[src/hdl/pitpc_pkg.sv]
// pitpc_pkg: register map, field positions, reset values and timing
// counts shared by the periodic tick and pulse counter block.
// assumes an 8-bit register port with byte addresses.
package pitpc_pkg;

    // register byte offsets
    localparam logic [7:0] OFS_IRQ_ENABLE  = 8'h24;
    localparam logic [7:0] OFS_EVENT_FLAGS = 8'h25;
    localparam logic [7:0] OFS_PULSE_CTRL  = 8'h26;
    localparam logic [7:0] OFS_PULSE_COUNT = 8'h27;

    // reset values
    localparam logic [7:0] RST_IRQ_ENABLE  = 8'h00;
    localparam logic [7:0] RST_EVENT_FLAGS = 8'h00;
    localparam logic [7:0] RST_PULSE_CTRL  = 8'h00;

    // flag and enable bit positions (same in both registers)
    localparam int BIT_OVERFLOW    = 7;
    localparam int BIT_PERIODIC    = 6;
    localparam int BIT_PULSE_OVF   = 5;
    localparam int BIT_INPUT_EDGE  = 4;

    // implemented bits of the enable and flag registers
    localparam logic [7:0] MASK_IRQ_ENABLE  = 8'hf3;
    localparam logic [7:0] MASK_EVENT_FLAGS = 8'hf0;
    localparam logic [7:0] MASK_IRQ_SOURCES = 8'hf0;

    // pulse control fields
    localparam int BIT_PORT7_DIR   = 7;
    localparam int BIT_PULSE_EN    = 6;
    localparam int BIT_PULSE_MODE  = 5;
    localparam int BIT_PULSE_EDGE  = 4;
    localparam int BIT_PORT3_DIR   = 3;
    localparam int BIT_CAP4_CMP5   = 2;
    localparam int LSB_RATE_SELECT = 0;

    // timing: base periodic divider exponent and gated divider
    localparam int PERIODIC_BASE_EXP = 13;
    localparam int GATED_DIV         = 64;
    localparam int GATED_DIV_W       = $clog2(GATED_DIV);

endpackage

[src/hdl/pitpc_link_if.sv]
// pitpc_link_if: carries tick and edge events from the helpers to the top.
// assumes all parties share core_clk.
`timescale 1ns/1ps
interface pitpc_link_if;
    logic       periodicTick;
    logic [1:0] rateSelect;
    logic       inputLevel;
    logic       riseSeen;
    logic       fallSeen;

    modport divider (input rateSelect, output periodicTick);
    modport topDiv  (output rateSelect, input periodicTick);
    modport sync    (output inputLevel, riseSeen, fallSeen);
    modport topSync (input inputLevel, riseSeen, fallSeen);
endinterface

[src/hdl/pitpc_input_sync.sv]
// pitpc_input_sync: two-stage synchroniser and edge detect for the
// accumulator input pin.
// assumes the pin is asynchronous to core_clk.
`timescale 1ns/1ps
module pitpc_input_sync (
    // clock and reset
    input  wire logic     core_clk,
    input  wire logic     rst,
    input  wire logic     clkEn,
    // pin
    input  wire logic     accumulatorInputPin,
    // events
    pitpc_link_if.sync    link
);
    typedef struct packed {
        logic meta;
        logic level;
        logic last;
    } pitpc_sync_s;

    pitpc_sync_s state_reg;
    pitpc_sync_s state_next;

    always_comb begin
        state_next       = state_reg;
        state_next.meta  = accumulatorInputPin;
        state_next.level = state_reg.meta;
        state_next.last  = state_reg.level;
    end

    always_ff @(posedge core_clk) begin
        if (rst) begin
            state_reg <= '0;
        end else if (clkEn) begin
            state_reg <= state_next;
        end
    end

    assign link.inputLevel = state_reg.level;
    assign link.riseSeen   = clkEn & state_reg.level & ~state_reg.last;
    assign link.fallSeen   = clkEn & ~state_reg.level & state_reg.last;
endmodule

[src/hdl/pitpc_periodic_div.sv]
// pitpc_periodic_div: free-running divider giving the periodic timeout.
// assumes rst is synchronous to core_clk; only rst restarts it.
`timescale 1ns/1ps
module pitpc_periodic_div
    import pitpc_pkg::*;
#(
    parameter int BASE_EXP = PERIODIC_BASE_EXP
) (
    // clock and reset
    input  wire logic          core_clk,
    input  wire logic          rst,
    input  wire logic          clkEn,
    // events
    pitpc_link_if.divider      link
);
    localparam int W = BASE_EXP + 3;

    typedef struct packed {
        logic [W-1:0] count;
        logic         tick;
    } pitpc_div_s;

    pitpc_div_s state_reg;
    pitpc_div_s state_next;

    // timeout when the low BASE_EXP+rate bits all roll to zero
    function automatic logic rollOver(logic [W-1:0] c, logic [1:0] r);
        logic [W-1:0] m;
        m = (W'(1) << (BASE_EXP + int'(r))) - W'(1);
        return (c & m) == m;
    endfunction

    always_comb begin
        state_next       = state_reg;
        state_next.count = state_reg.count + W'(1);
        // first tick after one whole period; spacing set by the counter
        state_next.tick  = rollOver(state_reg.count, link.rateSelect);
    end

    always_ff @(posedge core_clk) begin
        if (rst) begin
            state_reg <= '0;
        end else if (clkEn) begin
            state_reg <= state_next;
        end
    end

    assign link.periodicTick = state_reg.tick & clkEn;
endmodule

[src/hdl/pitpc_top.sv]
// pitpc_top: periodic interrupt generator and 8-bit pulse counter with
// its enable, flag and control registers.
// assumes a single-cycle register port on core_clk; read data one cycle
// after the read strobe; the main counter wrap arrives as a pulse.
//
// Functional notes
// - rate select codes 0..3 give periods of 2^13..2^16 clocks
// - periodic divider uses a 2^13 base independent of timer prescaler
// - periodic divider runs freely; only reset restarts it
// - period counts from previous timeout, not from flag clear
// - each timeout sets periodic flag; request when flag and enable set
// - first periodic flag only after one full period from reset
// - writing one to a flag bit clears it; zeros leave it
// - main counter wrap sets the overflow flag
// - upper four enable bits gate requests of matching flags
// - 8-bit pulse counter; mode bit picks event or gated counting
// - pulse counting happens only while the enable bit is one
// - event mode counts falling edge, or rising when edge bit is one
// - gated mode counts on a free-running clock/64 while input active
// - gated mode: edge bit zero, low inhibits; one, high inhibits
// - software may read or write the pulse counter any time
// - pin keeps feeding the counter even when driven as output
// - counter rollover from all ones to zero sets pulse overflow flag
// - selected input edge sets the input edge flag while the enable bit is one
// - reset leaves the pulse counter value unchanged
`timescale 1ns/1ps
module pitpc_top
    import pitpc_pkg::*;
#(
    parameter int BASE_EXP = PERIODIC_BASE_EXP,
    parameter int DIV_GATE = GATED_DIV
) (
    // clock, reset, enable
    input  wire logic       core_clk,
    input  wire logic       rst,
    input  wire logic       clkEn,
    // register port
    input  wire logic [7:0] regAddr,
    input  wire logic [7:0] regWrData,
    input  wire logic       regWrStb,
    input  wire logic       regRdStb,
    output logic      [7:0] regRdData,
    // timer system
    input  wire logic       mainCounterWrap,
    // pin
    input  wire logic       accumulatorInputPin,
    // outputs
    output logic            timerIrq,
    output logic            periodicInterrupt,
    output logic            port7Direction,
    output logic            port3Direction,
    output logic            capture4Compare5Select,
    output logic      [1:0] timerPrescaleSelect
);
    localparam int DW = $clog2(DIV_GATE);

    typedef struct packed {
        logic [7:0]    irqEnable;
        logic [7:0]    flags;
        logic [7:0]    ctrl;
        logic [DW-1:0] gateDiv;
        logic [7:0]    rdData;
    } pitpc_state_s;

    pitpc_state_s state_reg;
    pitpc_state_s state_next;
    // the count is outside the reset struct: reset must not touch it
    logic [7:0]   pulseCount_reg;
    logic [7:0]   pulseCount_next;

    pitpc_link_if link ();

    pitpc_periodic_div #(
        .BASE_EXP (BASE_EXP)
    ) uDiv (
        .core_clk (core_clk),
        .rst      (rst),
        .clkEn    (clkEn),
        .link     (link.divider)
    );

    pitpc_input_sync uSync (
        .core_clk            (core_clk),
        .rst                 (rst),
        .clkEn               (clkEn),
        .accumulatorInputPin (accumulatorInputPin),
        .link                (link.sync)
    );

    assign link.rateSelect = state_reg.ctrl[LSB_RATE_SELECT +: 2];

    function automatic logic hit(logic [7:0] a, logic [7:0] ofs);
        return a == ofs;
    endfunction

    logic pulseEnable;
    logic pulseMode;
    logic edgeSel;
    logic edgeEvent;
    logic gateOpen;
    logic gateTick;
    logic countStep;
    logic [7:0] setMask;
    logic [7:0] clrMask;

    always_comb begin
        pulseEnable = state_reg.ctrl[BIT_PULSE_EN];
        pulseMode   = state_reg.ctrl[BIT_PULSE_MODE];
        edgeSel     = state_reg.ctrl[BIT_PULSE_EDGE];
        // selected edge: rising when edge bit one, else falling
        edgeEvent   = edgeSel ? link.riseSeen : link.fallSeen;
        // active level is the opposite of the inhibiting one
        gateOpen    = link.inputLevel == edgeSel ? 1'b0 : 1'b1;
        gateTick    = clkEn && (state_reg.gateDiv == DW'(DIV_GATE - 1));
        countStep   = pulseEnable && (pulseMode ? (gateTick && gateOpen)
                                               : edgeEvent);

        setMask = 8'h00;
        setMask[BIT_OVERFLOW]   = mainCounterWrap & clkEn;
        setMask[BIT_PERIODIC]   = link.periodicTick;
        setMask[BIT_INPUT_EDGE] = pulseEnable & edgeEvent;
        setMask[BIT_PULSE_OVF]  = countStep && pulseCount_reg == 8'hff;

        clrMask = 8'h00;
        if (regWrStb && clkEn && hit(regAddr, OFS_EVENT_FLAGS)) begin
            clrMask = regWrData & MASK_EVENT_FLAGS;
        end

        state_next = state_reg;
        state_next.gateDiv = state_reg.gateDiv + DW'(1);
        // set wins over a clear in the same cycle
        state_next.flags = ((state_reg.flags & ~clrMask) | setMask)
                           & MASK_EVENT_FLAGS;

        pulseCount_next = pulseCount_reg;
        if (countStep) begin
            pulseCount_next = pulseCount_reg + 8'h01;
        end

        if (regWrStb) begin
            if (hit(regAddr, OFS_IRQ_ENABLE)) begin
                state_next.irqEnable = regWrData & MASK_IRQ_ENABLE;
            end
            if (hit(regAddr, OFS_PULSE_CTRL)) begin
                state_next.ctrl = regWrData;
            end
            if (hit(regAddr, OFS_PULSE_COUNT)) begin
                pulseCount_next = regWrData;
            end
        end

        state_next.rdData = state_reg.rdData;
        if (regRdStb) begin
            unique case (regAddr)
                OFS_IRQ_ENABLE:  state_next.rdData = state_reg.irqEnable;
                OFS_EVENT_FLAGS: state_next.rdData = state_reg.flags;
                OFS_PULSE_CTRL:  state_next.rdData = state_reg.ctrl;
                OFS_PULSE_COUNT: state_next.rdData = pulseCount_reg;
                default:         state_next.rdData = 8'h00;
            endcase
        end
    end

    always_ff @(posedge core_clk) begin
        if (rst) begin
            state_reg.irqEnable <= RST_IRQ_ENABLE;
            state_reg.flags     <= RST_EVENT_FLAGS;
            state_reg.ctrl      <= RST_PULSE_CTRL;
            state_reg.gateDiv   <= '0;
            state_reg.rdData    <= 8'h00;
        end else if (clkEn) begin
            state_reg <= state_next;
        end
    end

    always_ff @(posedge core_clk) begin
        if (clkEn) begin
            pulseCount_reg <= pulseCount_next;
        end
    end

    assign regRdData = state_reg.rdData;
    // each of the upper four enable bits gates its own flag
    assign timerIrq  = |(state_reg.flags & state_reg.irqEnable
                         & MASK_IRQ_SOURCES);
    assign periodicInterrupt = state_reg.flags[BIT_PERIODIC]
                               & state_reg.irqEnable[BIT_PERIODIC];
    assign port7Direction         = state_reg.ctrl[BIT_PORT7_DIR];
    assign port3Direction         = state_reg.ctrl[BIT_PORT3_DIR];
    assign capture4Compare5Select = state_reg.ctrl[BIT_CAP4_CMP5];
    assign timerPrescaleSelect    = state_reg.irqEnable[1:0];
endmodule
[config.mk]
export PLATFORM = sky130hd
export DESIGN_NAME = pitpc_top
export DESIGN_NICKNAME = d
export VERILOG_FILES = /design/src/hdl/pitpc_pkg.sv /design/src/hdl/pitpc_link_if.sv /design/src/hdl/pitpc_input_sync.sv /design/src/hdl/pitpc_periodic_div.sv /design/src/hdl/pitpc_top.sv
export SDC_FILE = /design/constraint.sdc
export NUM_CORES = 1
export LEC_CHECK = 0
export BUFFER_PORTS_ARGS = -buffer_cell sky130_fd_sc_hd__buf_4
export CORE_ASPECT_RATIO = 1.5
export CORE_MARGIN = 2
export CORE_UTILIZATION = 25
export DETAILED_ROUTE_END_ITERATION = 10
export PLACE_DENSITY_LB_ADDON = 0.1
export SLEW_MARGIN = 20
export SYNTH_ARGS = -nofsm -noshare
export SYNTH_HDL_FRONTEND = slang
export SYNTH_SLANG_ARGS = --single-unit
[constraint.sdc]
create_clock -name core_clk -period 2.4 [get_ports core_clk]
set_input_delay 0.24 -clock core_clk [delete_from_list [all_inputs] [get_ports core_clk]]
set_output_delay 0.24 -clock core_clk [all_outputs]
set_load 0.02 [all_outputs]
==> summary.md <==
| Metric | Value |
|---|---|
| # hold bufs at CTS | `0` |
| GPL Wtd Cong | `about 0.73` |
| TritonCTS sink count | `60` |
| Slew @ Worst Pin | `roughly 600 ps` |
| Placed Cells | `between 400 and 500` |
| IO buf count | `37` |
| Initial DRC count | `70` |
| Critical setup path kind | `register to register` |
| Post-synth top area share | `~36%` |
| Critical path endpoint category | `register` |
| Die Ht | `approximately 140 um` |
| Largest register FFs | `17` |
| Total CTS buffers | `9` |
| Total track usage | `13.1%` |
| Total design power | `around 0.0024 W` |
| Drt first pass iters | `4` |
| Final Cell Area | `around 3500 um^2` |
| Via-to-Cell Ratio | `4.51` |
| Non-Filler Instances | `between 400 and 500` |
| VDD IR-drop max | `around 0.00030 V` |
| Arr. time, crit path | `2140 ps` |
| CP max-delay cell | `or3b_2` |
| YS warnings | `0` |
| Critical path required time | `between 2000 and 2500 ps` |
| Post-synthesis area per instance | `~9.4 um^2` |
| Status | `completed` |
| Drt drc | `0` |
| Post-synth top area cell | `dfxtp_1` |
| Share of cells above drive strength 1 | `19.8%` |
| Root buffer cell | `clkbuf_16` |
| Final Util | `between 30 and 40%` |
| Core area | `between 10000 and 15000 um^2` |
| Largest net degree at the start of global routing | `53` |
| Final setup violation count | `0` |
| Layout area overhead | `22.2%` |
| Die width | `around 92 um` |
| Final period utilization | `a little under nine tenths` |
| IO Count | `38` |
| Fin nets | `around 360` |
| Slew Viols, Final | `0` |
| Hold violation count in the final report | `0` |
| Most common cell in the synthesized netlist | `nor2_1` |
| Fin crit period | `around 2100 ps` |
| CTS H-tree lvls | `3` |
| Register bit total from synthesis | `60` |
| HP Class | `primary input to register` |
| Setup Fix Bufs, Post-CTS | `0` |
| Cell Area, Placed | `roughly 3200 um^2` |
| FP Rows | `48` |
| Placed wire-length estimate | `5.32 mm` |
| First-pass GRT wire length | `between 10 and 15 mm` |
| DRT Wirelength | `between 7 and 8 mm` |
| Crit path cell chain | `or3b_2, a211oi_2, nor2_1, mux2i_1, a21oi_1` |
| Syn Std Cell Area | `2880 um^2` |
| RSZ-0062 raised after global routing | `false` |
| Resize count post-CTS | `0` |
| Synth Flop Type | `dfxtp_1` |
| Sequential area share after synthesis | `44.5%` |
| Number of flops mapped to enable cells by yosys | `8` |
| Setup TNS | `0 ps` |
| Initial antenna violation count | `0` |
| Final ANT Viol Nets | `0` |
| CP Launch Type | `register` |
| Pwr per Cell Area | `684 nW/um^2` |
| Top post-synthesis cells by area | `dfxtp_1 (36%), edfxtp_1 (8.3%), nor2_1 (8.2%)` |
| Clock transition at the registers of the reported paths | `approximately 50 ps` |
| Max Cap Viol | `0` |
| Clock Path Buffers | `2` |
| TritonCTS clock tree | `built` |
| Distinct cell type count after synthesis | `41` |
| Skew final | `between 4 and 5 ps` |
| Grt total ovfl | `0` |
| Total Die Area | `~12000 um^2` |
| Via Count | `between 2000 and 2500` |
| LEAKAGE | `1.44 nW` |
| Starting density of the core | `between 20% and 30%` |
| Vias in the first global route | `2210` |
| Post-Syn Nets | `332` |
| Clock Latency Late Sink | `~330 ps` |
| WL/cell | `about 15 um` |
| Max Fclk | `a little under 0.5 GHz` |
| Post-synth top cells | `nor2_1 (63), dfxtp_1 (52), mux2i_1 (22)` |
| Synth Instances | `306` |
| Critical Path Fanout Max | `7` |
| Worst slew margin | `60.8%` |
| Slowest stage delay, CP | `~500 ps` |
| Asr flop ratio synth | `0%` |
| Ant diodes | `0` |
## per-stage QoR
stage	worst slack, ps	hold WS [ps]
floorplan	471	352
global placement	236	468
detailed placement	226	475
CTS	316	151
global route	141	163
finish	333	153
## cells in the final DEF (no fill, tap or decap), types with 2 or more instances in the layout
cell type,Yosys,final
edfxtp_1,8,8
nand3_1,6,6
mux2i_1,22,22
and4_1,4,4
o2111ai_1,2,2
a21oi_1,17,17
buf_4,10,45
nand2_1,18,18
clkbuf_8,2,3
xnor2_1,5,5
nor2_1,63,63
o21ai_0,8,8
clkbuf_1,8,3
clkbuf_16,0,9
nand4_1,8,8
and3_1,2,2
mux4_2,4,4
xor2_1,20,20
a22o_1,3,3
or3_1,4,4
dfxtp_1,52,52
and2_1,3,3
o211ai_1,2,2
inv_1,4,4
a22oi_1,8,8
nor3_1,4,4
ha_1,3,3
## kinds of logic after synthesis
kind of cell | synth area share (%)
AOI/OAI and AO/OA | 9.47
xor gates and xnor gates | 7.60
adders and majority gates | 1.30
buffers and inverters | 6.34
DFF | 44.5
muxes | 11.2
and+or+nand+nor | 19.7
## final timing paths
path	startpoint	to	slack, ps	cells after the start
setup / recovery	uSync.link.inputLevel	pulseCount_reg[1]	330	5
hold / removal	accumulatorInputPin	uSync.state_next[1]	150	3
setup reg to reg	uSync.link.inputLevel	pulseCount_reg[1]	330	5
hold reg to reg	uDiv.state_reg[13]	uDiv.state_reg[13]	480	2
## metal layers
metal  wire length, um  track usage [%]  up-vias
met2              3910             22.8       34
met1              3150             14.8     1051
met5                 0                0        -
met4               175             7.07        0
met3               204             2.73       12
li1                  -                -     1127
## layout make-up
cell class / instances / area [um^2]
Clock buffer: 15 / 278
Clock inverter: 1 / 5.00
Fill cell: 1208 / 7830
Inverter: 4 / 15.0
Multi-Input combinational cell: 218 / 1420
Sequential cell: 60 / 1280
Tap cell: 150 / 188
Timing Repair Buffer: 45 / 338
## worst max-delay path: cells and delay by family (launching register included)
kind | cells | cell delay (ps)
muxes | 1 | 190
and+or+nand+nor | 2 | 720
DFF | 1 | 340
AOI/OAI and AO/OA | 2 | 550
## report_power, final
group,switching [W],internal (W),leakage [nW],total [W]
clock network,0.000439,0.000782,0.140,0.00122
registers,0.0000194,0.00104,0.498,0.00106
logic,0.0000721,0.0000591,0.802,0.000131
No activity file was read; power rests on OpenSTA's default activity.
